## config.mk

```make
export PLATFORM = sky130hd
export DESIGN_NAME = dtec_timer
export DESIGN_NICKNAME = d
export VERILOG_FILES = /design/src/common/dtec_pkg.sv /design/src/dtec_tick_sel.sv /design/src/dtec_timer.sv
export VERILOG_INCLUDE_DIRS = /design/src /design/src/common
export SDC_FILE = /design/constraint.sdc
export NUM_CORES = 1
export LEC_CHECK = 0
export BUFFER_PORTS_ARGS = -buffer_cell sky130_fd_sc_hd__buf_2
export CORE_MARGIN = 2
export CORE_UTILIZATION = 45
export CTS_BUF_LIST = sky130_fd_sc_hd__clkbuf_4 sky130_fd_sc_hd__clkbuf_8 sky130_fd_sc_hd__clkbuf_16
export CTS_CLUSTER_DIAMETER = 200
export DETAILED_ROUTE_END_ITERATION = 10
export GPL_TIMING_DRIVEN = 0
export SYNTH_ARGS = -nofsm -noshare
export SYNTH_HDL_FRONTEND = slang
export SYNTH_HIERARCHICAL = 1
export SYNTH_SLANG_ARGS = --single-unit
```

## constraint.sdc

```tcl
create_clock -name clk -period 5.46 [get_ports clk]
set_input_delay 0.546 -clock clk [delete_from_list [all_inputs] [get_ports clk]]
set_output_delay 0.546 -clock clk [all_outputs]
set_load 0.05 [all_outputs]
```

## src/common/dtec_cfg.svh

```systemverilog
// constants for the dual 8-bit timer / event counter
// assumes a byte-wide special-register space with 16-bit addresses
`ifndef DTEC_CFG_SVH
`define DTEC_CFG_SVH

// register addresses
`define DTEC_ADDR_CLK_SEL 16'hFF41
`define DTEC_ADDR_MODE    16'hFF49
`define DTEC_ADDR_CMP_A   16'hFF4A
`define DTEC_ADDR_CMP_B   16'hFF4B
`define DTEC_ADDR_OUTCTL  16'hFF4F
`define DTEC_ADDR_CNT_A   16'hFF50
`define DTEC_ADDR_CNT_B   16'hFF51
`define DTEC_ADDR_P3DIR   16'hFF23

// reset values
`define DTEC_CLK_SEL_RST  8'h00
`define DTEC_MODE_RST     8'h00
`define DTEC_OUTCTL_RST   8'h00
`define DTEC_P3DIR_RST    8'hFF
`define DTEC_CNT_RST      8'h00
`define DTEC_CNT_MAX      8'hFF
`define DTEC_BYTE_ZERO    8'h00

// mode control fields
`define DTEC_MODE_RUN_A   0
`define DTEC_MODE_RUN_B   1
`define DTEC_MODE_CASCADE 2
`define DTEC_MODE_KEEP    8'h07

// output control fields
`define DTEC_OC_OUT_EN_A  0
`define DTEC_OC_INV_A     1
`define DTEC_OC_LVCLR_A   2
`define DTEC_OC_LVSET_A   3
`define DTEC_OC_OUT_EN_B  4
`define DTEC_OC_INV_B     5
`define DTEC_OC_LVCLR_B   6
`define DTEC_OC_LVSET_B   7
`define DTEC_OC_KEEP      8'h33

// port 3 direction bits of the two timer pins
`define DTEC_PIN_A        1
`define DTEC_PIN_B        2

// clock select codes
`define DTEC_SEL_FALL     4'h0
`define DTEC_SEL_RISE     4'h1
`define DTEC_SEL_DIV_LO   4'h5
`define DTEC_SEL_DIV_HI   4'hE
`define DTEC_SEL_DIV_TOP  4'hF
`define DTEC_SEL_OFFSET   4'h4
`define DTEC_TOP_SHIFT    4'hC
`define DTEC_SEL_W        4

`endif

```

## src/common/dtec_pkg.sv

```systemverilog
// types shared by the dual timer / event counter files
// assumes dtec_cfg.svh is on the include path
package dtec_pkg;

   // register bus request from the cpu side
   typedef struct packed {
      logic [15:0] addr;
      logic        wr;
      logic        rd;
      logic        word;
      logic [7:0]  wdata;
   } dtec_bus_req_s;

   // reset-held state of the main block
   typedef struct packed {
      logic [7:0]  clk_sel;
      logic [7:0]  mode;
      logic [7:0]  outctl;
      logic [7:0]  p3dir;
      logic [7:0]  cnt_a;
      logic [7:0]  cnt_b;
      logic        lvl_a;
      logic        lvl_b;
      logic        irq_a;
      logic        irq_b;
      logic [15:0] rdata;
      logic        rvalid;
      logic [11:0] presc;
   } dtec_state_s;

   // compare registers, held without reset
   typedef struct packed {
      logic [7:0] cmp_a;
      logic [7:0] cmp_b;
   } dtec_cmp_s;

   // edge detector state of one count clock selector
   typedef struct packed {
      logic armed;
      logic prev;
   } dtec_tick_s;

endpackage

```

## src/dtec_tick_sel.sv

```systemverilog
// count clock selector of one channel: divided clock or event edge
// assumes event_in is already synchronous to clk
`timescale 1ns/1ps
`include "dtec_cfg.svh"

module dtec_tick_sel
   import dtec_pkg::*;
#(
   parameter int PRESC_W = 12
) (
   // clock and reset
   input  wire logic               clk,
   input  wire logic               rstn,
   // selection
   input  wire logic [3:0]         sel,
   input  wire logic [PRESC_W-1:0] presc,
   input  wire logic               event_in,
   // one-cycle count clock event
   output logic                    tick
);

   dtec_tick_s st_reg;
   dtec_tick_s st_next;

   // a divide-by-2^k tick fires when the low k prescaler bits are all ones
   function automatic logic div_tick(input logic [3:0] code, input logic [PRESC_W-1:0] p);
      logic [3:0] k;
      logic       hit;
      k   = (code == `DTEC_SEL_DIV_TOP) ? `DTEC_TOP_SHIFT : code - `DTEC_SEL_OFFSET;
      hit = 1'b1;
      for (int i = 0; i < PRESC_W; i++) begin
         if (i < int'(k) && !p[i]) begin
            hit = 1'b0;
         end
      end
      return hit;
   endfunction

   // edge history; armed blocks a false edge right after reset
   always_comb begin
      st_next       = st_reg;
      st_next.prev  = event_in;
      st_next.armed = 1'b1;
   end

   always_ff @(posedge clk or negedge rstn) begin
      if (!rstn) begin
         st_reg <= '0;
      end else begin
         st_reg <= st_next;
      end
   end

   // [RULE_26] one tick per event
   always_comb begin
      tick = 1'b0;
      if (sel == `DTEC_SEL_FALL) begin
         tick = st_reg.armed & st_reg.prev & ~event_in;
      end else if (sel == `DTEC_SEL_RISE) begin
         tick = st_reg.armed & ~st_reg.prev & event_in;
      end else if (sel >= `DTEC_SEL_DIV_LO) begin
         tick = div_tick(sel, presc);
      end
   end

endmodule // dtec_tick_sel

```

## src/dtec_timer.sv

```systemverilog
// dual 8-bit timer / event counter with 16-bit cascade mode
// assumes a synchronous byte register port from the cpu and
// event inputs already synchronous to clk
`timescale 1ns/1ps
`include "dtec_cfg.svh"

// How it works
// [RULE_01] count equal to compare clears the count, keeps counting, pulses match irq.
// [RULE_02] match period is compare value plus one count clock periods.
// [RULE_03] low clock select nibble picks counter A clock: edges or divided clock.
// [RULE_04] high clock select nibble picks counter B clock: edges of event input B or divided clock.
// [RULE_05] software never writes the prohibited clock select codes.
// [RULE_06] software stops timers before changing clock select; it resets to zero.
// [RULE_07] compare registers take byte writes only; word writes are ignored.
// [RULE_08] cascade compare is 16 bits, compare B holding the upper byte.
// [RULE_09] reset clears both count registers to zero.
// [RULE_10] reset leaves both compare registers undefined.
// [RULE_11] compare below count lets the counter wrap through zero first.
// [RULE_12] software stops timers before writing compare data in cascade.
// [RULE_13] bytes read singly; cascade count read as one coherent word.
// [RULE_14] mode control starts, stops and picks cascade; resets to zero.
// [RULE_15] software changes cascade mode only while stopped.
// [RULE_16] in cascade the run bit of channel A alone controls counting.
// [RULE_17] output control sets or clears level flops, inversion, pin enables.
// [RULE_18] level set and clear bits always read back as zero.
// [RULE_19] software writes output control only while stopped.
// [RULE_20] software clears pin direction and latch bits to drive the pins.
// [RULE_21] port 3 direction is per pin and resets to all inputs.
// [RULE_22] cascade bit chains A overflow into B's clock, A using low nibble.
// [RULE_23] cascade full match clears both counters and pulses match irq B.
// [RULE_24] with output enabled each match toggles that channel's level flop.
// [RULE_25] in cascade an A match still pulses irq A and toggles level A.
// [RULE_26] running counters step once per selected count clock event.
module dtec_timer
   import dtec_pkg::*;
#(
   parameter int PRESC_W = 12
) (
   // clock and reset
   input  wire logic        clk,
   input  wire logic        rstn,
   // register port
   input  dtec_bus_req_s    bus_req,
   output logic [15:0]      rdata,
   output logic             rvalid,
   // external event inputs
   input  wire logic        event_in_a,
   input  wire logic        event_in_b,
   // square wave outputs and their drive enables
   output logic             square_out_a,
   output logic             square_out_a_oe,
   output logic             square_out_b,
   output logic             square_out_b_oe,
   // port 3 direction for the port logic
   output logic [7:0]       port3_direction,
   // match interrupt requests, one-cycle pulses
   output logic             match_irq_a,
   output logic             match_irq_b
);

   // ********************************************************
   // state
   // ********************************************************

   dtec_state_s r_reg;
   dtec_state_s r_next;
   dtec_cmp_s   cmp_reg;
   dtec_cmp_s   cmp_next;

   logic [1:0]  tick;
   logic [1:0]  ev_in;
   logic [7:0]  sel_code [2];

   logic        casc;
   logic        run_a;
   logic        run_b;
   logic        match_a;
   logic        match_b;
   logic        byte_wr;

   // ********************************************************
   // count clock selection
   // ********************************************************

   assign ev_in       = {event_in_b, event_in_a};
   // [RULE_03] low nibble for A
   assign sel_code[0] = {4'h0, r_reg.clk_sel[`DTEC_SEL_W-1:0]};
   // [RULE_04] high nibble for B
   assign sel_code[1] = {4'h0, r_reg.clk_sel[2*`DTEC_SEL_W-1:`DTEC_SEL_W]};

   // one selector per channel; both share the free prescaler
   generate
      for (genvar ch = 0; ch < 2; ch++) begin : g_sel
         dtec_tick_sel #(
            .PRESC_W (PRESC_W)
         ) u_sel (
            .clk      (clk),
            .rstn     (rstn),
            .sel      (sel_code[ch][`DTEC_SEL_W-1:0]),
            .presc    (r_reg.presc[PRESC_W-1:0]),
            .event_in (ev_in[ch]),
            .tick     (tick[ch])
         );
      end
   endgenerate

   // ********************************************************
   // control decode
   // ********************************************************

   // [RULE_22] cascade select bit
   assign casc    = r_reg.mode[`DTEC_MODE_CASCADE];
   assign run_a   = r_reg.mode[`DTEC_MODE_RUN_A];
   // [RULE_16] cascade runs on A's run bit only
   assign run_b   = casc ? run_a : r_reg.mode[`DTEC_MODE_RUN_B];
   assign match_a = (r_reg.cnt_a == cmp_reg.cmp_a);
   assign match_b = (r_reg.cnt_b == cmp_reg.cmp_b);
   // [RULE_07] word writes are refused
   assign byte_wr = bus_req.wr & ~bus_req.word;

   // ********************************************************
   // next state
   // ********************************************************

   always_comb begin
      r_next        = r_reg;
      cmp_next      = cmp_reg;
      r_next.irq_a  = 1'b0;
      r_next.irq_b  = 1'b0;
      r_next.rvalid = 1'b0;
      // free prescaler; wraps, which keeps every divided rate periodic
      r_next.presc  = r_reg.presc + 12'h001;

      // register writes, byte wide only
      if (byte_wr) begin
         if (bus_req.addr == `DTEC_ADDR_CLK_SEL) begin
            r_next.clk_sel = bus_req.wdata;
         end else if (bus_req.addr == `DTEC_ADDR_MODE) begin
            // [RULE_14] run and mode bits
            r_next.mode = bus_req.wdata & `DTEC_MODE_KEEP;
         end else if (bus_req.addr == `DTEC_ADDR_CMP_A) begin
            cmp_next.cmp_a = bus_req.wdata;
         end else if (bus_req.addr == `DTEC_ADDR_CMP_B) begin
            cmp_next.cmp_b = bus_req.wdata;
         end else if (bus_req.addr == `DTEC_ADDR_OUTCTL) begin
            // [RULE_18] set and clear bits are not stored
            r_next.outctl = bus_req.wdata & `DTEC_OC_KEEP;
            // [RULE_17] level flop set or clear, set wins
            if (bus_req.wdata[`DTEC_OC_LVSET_A]) begin
               r_next.lvl_a = 1'b1;
            end else if (bus_req.wdata[`DTEC_OC_LVCLR_A]) begin
               r_next.lvl_a = 1'b0;
            end
            if (bus_req.wdata[`DTEC_OC_LVSET_B]) begin
               r_next.lvl_b = 1'b1;
            end else if (bus_req.wdata[`DTEC_OC_LVCLR_B]) begin
               r_next.lvl_b = 1'b0;
            end
         end else if (bus_req.addr == `DTEC_ADDR_P3DIR) begin
            // [RULE_21] per-pin direction
            r_next.p3dir = bus_req.wdata;
         end
      end

      // ------------------------------------------------------
      // counting; a stopped counter is held at zero so that
      // starting it always begins a fresh interval
      // ------------------------------------------------------
      if (casc) begin
         if (!run_a) begin
            r_next.cnt_a = `DTEC_CNT_RST;
            r_next.cnt_b = `DTEC_CNT_RST;
         end else if (tick[0]) begin
            // [RULE_25] low byte match still flags A
            if (match_a) begin
               r_next.irq_a = 1'b1;
               if (r_reg.outctl[`DTEC_OC_OUT_EN_A]) begin
                  r_next.lvl_a = ~r_reg.lvl_a;
               end
            end
            // [RULE_08] [RULE_23] full 16-bit match
            if (match_a && match_b) begin
               r_next.cnt_a = `DTEC_CNT_RST;
               r_next.cnt_b = `DTEC_CNT_RST;
               r_next.irq_b = 1'b1;
               if (r_reg.outctl[`DTEC_OC_OUT_EN_B]) begin
                  r_next.lvl_b = ~r_reg.lvl_b;
               end
            end else begin
               // [RULE_22] A overflow clocks B
               r_next.cnt_a = r_reg.cnt_a + 8'h01;
               if (r_reg.cnt_a == `DTEC_CNT_MAX) begin
                  r_next.cnt_b = r_reg.cnt_b + 8'h01;
               end
            end
         end
      end else begin
         // channel A on its own
         if (!run_a) begin
            r_next.cnt_a = `DTEC_CNT_RST;
         end else if (tick[0]) begin
            // [RULE_01] [RULE_02] clear on match
            if (match_a) begin
               r_next.cnt_a = `DTEC_CNT_RST;
               r_next.irq_a = 1'b1;
               // [RULE_24] toggle level A
               if (r_reg.outctl[`DTEC_OC_OUT_EN_A]) begin
                  r_next.lvl_a = ~r_reg.lvl_a;
               end
            end else begin
               // [RULE_11] [RULE_26] step and wrap
               r_next.cnt_a = r_reg.cnt_a + 8'h01;
            end
         end
         // channel B on its own
         if (!run_b) begin
            r_next.cnt_b = `DTEC_CNT_RST;
         end else if (tick[1]) begin
            // [RULE_01] clear on match
            if (match_b) begin
               r_next.cnt_b = `DTEC_CNT_RST;
               r_next.irq_b = 1'b1;
               // [RULE_24] toggle level B
               if (r_reg.outctl[`DTEC_OC_OUT_EN_B]) begin
                  r_next.lvl_b = ~r_reg.lvl_b;
               end
            end else begin
               // [RULE_11] step and wrap
               r_next.cnt_b = r_reg.cnt_b + 8'h01;
            end
         end
      end

      // ------------------------------------------------------
      // reads; data is taken from the current registers so a
      // word read of the count sees both bytes of one cycle
      // ------------------------------------------------------
      if (bus_req.rd) begin
         r_next.rvalid = 1'b1;
         r_next.rdata  = 16'h0000;
         if (bus_req.addr == `DTEC_ADDR_CNT_A) begin
            // [RULE_13] coherent word or single byte
            if (bus_req.word) begin
               r_next.rdata = {r_reg.cnt_b, r_reg.cnt_a};
            end else begin
               r_next.rdata = {`DTEC_BYTE_ZERO, r_reg.cnt_a};
            end
         end else if (bus_req.addr == `DTEC_ADDR_CNT_B) begin
            r_next.rdata = {`DTEC_BYTE_ZERO, r_reg.cnt_b};
         end else if (bus_req.addr == `DTEC_ADDR_CLK_SEL) begin
            r_next.rdata = {`DTEC_BYTE_ZERO, r_reg.clk_sel};
         end else if (bus_req.addr == `DTEC_ADDR_MODE) begin
            r_next.rdata = {`DTEC_BYTE_ZERO, r_reg.mode};
         end else if (bus_req.addr == `DTEC_ADDR_CMP_A) begin
            r_next.rdata = {`DTEC_BYTE_ZERO, cmp_reg.cmp_a};
         end else if (bus_req.addr == `DTEC_ADDR_CMP_B) begin
            r_next.rdata = {`DTEC_BYTE_ZERO, cmp_reg.cmp_b};
         end else if (bus_req.addr == `DTEC_ADDR_OUTCTL) begin
            // [RULE_18] level set and clear read as zero
            r_next.rdata = {`DTEC_BYTE_ZERO, r_reg.outctl};
         end else if (bus_req.addr == `DTEC_ADDR_P3DIR) begin
            r_next.rdata = {`DTEC_BYTE_ZERO, r_reg.p3dir};
         end
      end
   end

   // ********************************************************
   // registers
   // ********************************************************

   // [RULE_09] [RULE_14] [RULE_17] [RULE_21] reset values
   always_ff @(posedge clk or negedge rstn) begin
      if (!rstn) begin
         r_reg         <= '0;
         r_reg.clk_sel <= `DTEC_CLK_SEL_RST;
         r_reg.mode    <= `DTEC_MODE_RST;
         r_reg.outctl  <= `DTEC_OUTCTL_RST;
         r_reg.p3dir   <= `DTEC_P3DIR_RST;
         r_reg.cnt_a   <= `DTEC_CNT_RST;
         r_reg.cnt_b   <= `DTEC_CNT_RST;
      end else begin
         r_reg <= r_next;
      end
   end

   // [RULE_10] compare registers get no reset
   always_ff @(posedge clk) begin
      cmp_reg <= cmp_next;
   end

   // ********************************************************
   // outputs
   // ********************************************************

   // inversion bit flips pin polarity; level flop keeps its state
   assign square_out_a    = r_reg.lvl_a ^ r_reg.outctl[`DTEC_OC_INV_A];
   assign square_out_b    = r_reg.lvl_b ^ r_reg.outctl[`DTEC_OC_INV_B];
   // a pin drives only when enabled and set as output
   assign square_out_a_oe = r_reg.outctl[`DTEC_OC_OUT_EN_A] & ~r_reg.p3dir[`DTEC_PIN_A];
   assign square_out_b_oe = r_reg.outctl[`DTEC_OC_OUT_EN_B] & ~r_reg.p3dir[`DTEC_PIN_B];
   assign port3_direction = r_reg.p3dir;
   assign match_irq_a     = r_reg.irq_a;
   assign match_irq_b     = r_reg.irq_b;
   assign rdata           = r_reg.rdata;
   assign rvalid          = r_reg.rvalid;

endmodule // dtec_timer

```

# [Yosys cells after proc, flatten, opt, wreduce, memory -nomap -nowiden]
# Index checks and enable logic that the tools add are counted.
[word_totals] wordCells=222 inputBits=31 out_inout_bits=31 regBits=91
[op_classes] eq_ne=19 n_bitwise=27 n_addsub=5 n_lt_le_gt_ge=26 muxes=81 reduce_logical=46
[ops] cell="16-bit equality test, second input constant" count=8
[ops] cell="8-bit 2-to-1 mux" count=14
[ops] cell="16-bit 2-to-1 mux" count=4
[ops] cell="1-bit 2-to-1 mux" count=52
[ops] cell="20-bit 2-to-1 mux" count=2
[ops] cell="3-bit by 4-bit less-than comparator with 1-bit output, first input constant" count=8
[ops] cell="4-bit less-than comparator, first input constant" count=8
[ops] cell="1-bit logical AND" count=25
[ops] cell="8-bit by 1-bit adder with 8-bit output, second input constant" count=2
[ops] cell="8-bit equality test" count=2
[ops] cell="1-bit by 4-bit less-than comparator with 1-bit output, first input constant" count=4
[ops] cell="2-bit by 4-bit less-than comparator with 1-bit output, first input constant" count=4
[ops] cell="1-bit inverter" count=14
[ops] cell="12-bit by 1-bit adder with 12-bit output, second input constant" count=1
[ops] cell="1-bit zero test" count=12
[ops] cell="2-bit 2-to-1 mux" count=6
[ops] cell="4-bit 2-to-1 mux" count=3
[ops] cell="1-bit bitwise AND" count=11
[ops] cell="4-bit by 1-bit equality test with 1-bit output, second input constant" count=2
[ops] cell="4-bit equality test, second input constant" count=2
[ops] cell="8-bit equality test, second input constant" count=1
[ops] cell="4-bit by 3-bit >= comparator with 1-bit output, second input constant" count=2
[ops] cell="4-bit zero test" count=2
[ops] cell="4-bit by 3-bit subtractor with 4-bit output, second input constant" count=2
[ops] cell="other kinds (10)" count=13

# [Depth between registers and ports, before layout]
[depth] ltp_word=22 depth_mapped=13 depth_no_buf=13

# [By module]
# The synthesis kept the hierarchy.
[modules_own_cells] module="dtec_timer" seq_area_each_um2=2292.2 area_per_inst_um2=4628.2 cells_per_inst=430 n_inst=1
[modules_own_cells] module="dtec_tick_sel" seq_area_each_um2=50.0 area_per_inst_um2=334.1 cells_per_inst=45 n_inst=2

# [Worst setup path after synthesis]
# OpenSTA, ideal clock, no wires.
[synth_timing] path_kind="flip-flop to flip-flop" startpoint="register r_reg[76] (netlist bit)" endpoint="register r_reg[33] (netlist bit)" path_buffers=1 setup_time_ns=0.064 slack_ns=2.885 synth_period_minus_slack_ns=2.575 required_time_ns=5.396 path_stages_with_launch=12 arrival_time_ns=2.511 cell_sequence="dfrtp_1 > ha_1 > or3b_1 > o21ai_0 > a211oi_1 > a21oi_1 > o31ai_1 > nor2b_1 > a221oi_4 > nor2b_1 > buf_4 > mux2_2"
[synth_between] elab_chain_cells=21 elab_cells_between_ends=47 cone_classes="add/sub: 1; order compare: 13; eq/ne: 3; mux: 16; reduce/logical: 14"
[synth_lines] element="from (decl)" line="dtec_timer.sv:65" source="dtec_state_s r_reg;"
[synth_lines] element="from (signal assigned)" line="dtec_timer.sv:282" source="r_reg <= r_next;"
[synth_lines] element="4-bit by 3-bit subtractor with 4-bit output (no source line) or 4-bit equality test (tied branches)"
[synth_lines] element="4-bit 2-to-1 mux (no source line)"
[synth_lines] element="1-bit by 4-bit less-than comparator with 1-bit output" line="dtec_tick_sel.sv:32" source="if (i < int'(k) && !p[i]) begin"
[synth_lines] element="1-bit logical AND" line="dtec_tick_sel.sv:32"
[synth_lines] element="1-bit 2-to-1 mux (12 in a row)" line="dtec_tick_sel.sv:32"
[synth_lines] element="1-bit 2-to-1 mux" line="dtec_tick_sel.sv:61" source="end else if (sel >= `DTEC_SEL_DIV_LO) begin"
[synth_lines] element="1-bit 2-to-1 mux" line="dtec_tick_sel.sv:59" source="end else if (sel == `DTEC_SEL_RISE) begin"
[synth_lines] element="1-bit 2-to-1 mux *" line="dtec_tick_sel.sv:57" source="if (sel == `DTEC_SEL_FALL) begin"
[synth_lines] element="named net tick[0]" line="dtec_timer.sv:70" source="logic [1:0] tick;"
[synth_lines] element="3-bit by 2-bit != test with 1-bit output (no source line) *"
[synth_lines] element="3-bit AND reduction (no source line) *"
# Mark *: on every way through the listed nets, which the timed path passes. The rest lies on a longest branch.
# A chain may end at the register's enable or synchronous reset.

==> metrics.yaml <==
post-route-drc-count: 0
clock-sinks: 92
cts_tree: "built"
final_util_pct: 53.5
path_cells: "ha_1, or3b_1, o21ai_0, a211oi_1, a21oi_1, o31ai_1, nand2_1, nor3_1, a22oi_1, nor3b_1, mux2i_1"
core_um2: 11500
p_leak_nw: 2.74
grt_start_max_net_pins: 51
dr.pass1.iters: 4
dp_hpwl_mm: 9.91
syn_area_um2: 5300
ys_ff_latch: 92
num_antenna_cells: 0
arrival_ns: 4.03
insertion_delay_ns: 0.35
post_route_cells_drive_above_1_share_pct: 26.6
cts.path.max_buffers: 2
path_class: "flip-flop to flip-flop"
synth_warnings: 6
gp_congestion: 0.869
hold_path.class: "input port to asynchronous set/reset pin"
slew_headroom_pct: 40.8
cts_max_level: 3
cts_buffers: 9
status: "finished, final reports clean"
period_share_pct: 69.0
rsz0062_at_grt: "false"
cp-end-kind: "flip-flop"
crit_slowest_cell: "nor3_1"
fillCellCount: 1055
finClkSkew_ns: 0.0135
syn-mean-instance-area_um2: 10.2
largest_reg_flops: 44
path_clk_slew_ns: 0.06
synth-edff-count: 16
dieArea_um2: 12700
required_ns: 5.73
layout_commonest_cell: "dfrtp_1"
antenna_found_initial: 0
wirelength_mm: 13.3
wl_per_cell_um: 18.0
via_per_inst: 5.67
num_rows: 39
cts_root_buffer: "clkbuf_16"
setup_tns_ns: 0
tightest_slew_ns: 0.881
period_minus_slack_ns: 3.77
postLayoutSetupSlackWorst_ns: 1.69
die_h_um: 112
numPortBuffers: 61
reg2reg_slack_ns: 1.69
drtIter0Drc: 374
setup_violations: 0
max_cap_violations: 0
ys.flop_type: "dfrtp_1"
slew_violations: 0
grt_pass1_wl_mm: 22.1
syn-instance-count: 520
ir_drop_mv: 0.160
max_stage_delay_ns: 0.70
die_w_um: 112
start_util_pct: 46.2
pin_count: 62
gr-total-overflow: 0
drtAntennaViolNets: 0
crit_path_start_kind: "flip-flop"
first_global_vias: 4140
final-hold-violation-count: 0
max_freq_mhz: 266
cp_max_fo: 8
final_cell_mix: "dfrtp_1, buf_2, nand2_1"
track_usage_pct: 22.4
fin_nets: 635
pre_cts_slack_ns: 1.82
p_per_area_nw_per_um2: 240
syn_nets: 562
yosysUniqueCellTypes: 64
vias: 4198
hold_buffers: 0
ys_seq_area_share_pct: 45.2
area_delta_synth_final_pct: 15.7
async_flop_share_pct: 82.6
cts_setup_buffers: 0
cts_resized: 0
## critical path, delay by kind of cell (launching register included)
kind	cells	cell delay [ns]
adder cells (fa/ha/maj)	1	0.26
AO/OA/AOI/OAI	5	1.42
multiplexers	1	0.24
AND/OR/NAND/NOR	4	1.28
flip-flops	1	0.51
## metal layers
layer / GRT usage, % / routed length [µm]
met2: 34.1 / 6120
met1: 31.7 / 6430
met3: 4.10 / 462
met5: 0 / 0
met4: 9.19 / 332
## synth_stat cells, types with 4 or more instances
cell type	n	share of area, %
nand2b_1	6	0.71
inv_1	26	1.8
buf_4	25	3.5
a21oi_1	21	2.0
o21ai_0	28	2.6
nand3b_1	4	0.57
mux2i_1	5	0.94
nand2_1	42	3.0
mux2_2	26	5.5
buf_2	7	0.66
edfxtp_1	16	9.1
a31oi_1	4	0.47
dfrtp_1	68	32
a22oi_1	6	0.85
dfstp_2	8	4.0
o221ai_1	4	0.66
nand3_1	20	1.9
o31ai_1	5	0.71
and3_1	11	1.3
a22o_1	11	1.8
ha_1	11	2.6
nor2_1	27	1.9
nor2b_1	16	1.9
o211ai_1	8	1.1
o22ai_1	11	1.3
nand4_1	9	1.1
clkbuf_1	6	0.43
xnor2_1	17	2.8
xor2_1	17	2.8
## stage by stage
step | cells | cell area [µm²] | hold slack, ns | total power, mW
2_1_floorplan | 520 | 5300 | 0.250 | 0.765
3_3_place_gp | 724 | 5780 | 0.486 | 0.805
3_5_place_dp | 725 | 5810 | 0.489 | 0.809
4_1_cts | 741 | 6130 | 0.122 | 1.49
5_1_grt | 741 | 6130 | 0.132 | 1.53
6_report | 741 | 6130 | 0.113 | 1.47
## where the power goes
| part | total (mW) | switching [mW] | internal (mW) |
|---|---|---|---|
| Combinational | 0.0885 | 0.0590 | 0.0295 |
| Clock | 0.676 | 0.270 | 0.406 |
| Sequential | 0.707 | 0.00318 | 0.704 |
| Total | 1.47 | 0.332 | 1.14 |
## kinds of logic after synthesis
| logic type | after synthesis | share of synthesized area, % |
|---|---|---|
| buf+inv | 67 | 6.97 |
| compound gates | 120 | 15.4 |
| fa+ha+maj | 11 | 2.60 |
| xor+xnor | 34 | 5.62 |
| simple gates | 163 | 17.7 |
| flops | 92 | 45.2 |
| other cells | 2 | 0.142 |
| mux | 31 | 6.47 |
## path summary, 6_finish.rpt
| check | endpoint | startpoint | depth (start not counted) |
|---|---|---|---|
| setup / recovery | r_reg[31]$_DFF_PN0_ | r_reg[76]$_DFFE_PN0P_ | 11 |
| hold / removal | rdata[13]$_DFFE_PN0P_ | rstn | 1 |
| setup reg to reg | r_reg[31]$_DFF_PN0_ | r_reg[76]$_DFFE_PN0P_ | 11 |
| hold reg to reg | r_reg[31]$_DFF_PN0_ | r_reg[31]$_DFF_PN0_ | 1 |
| max in group asynchronous | g_sel[0].u_sel/st_reg[0]$_DFF_PN0_ | rstn | 2 |
| min in group clk | rvalid$_DFF_PN0_ | bus_req[9] | 1 |
## final cells by class
type	instances	area, µm²	share of cell area, %
multi-input cells	361	2530	41.4
flip-flops and latches	92	2390	39.0
repair buffers	62	335	5.47
plain buffers	41	272	4.43
clock buffers	10	233	3.80
well taps	143	179	2.92
inverters	26	97.6	1.59
clock inverters	6	86.3	1.41
No activity file was read; power rests on OpenSTA's default activity.
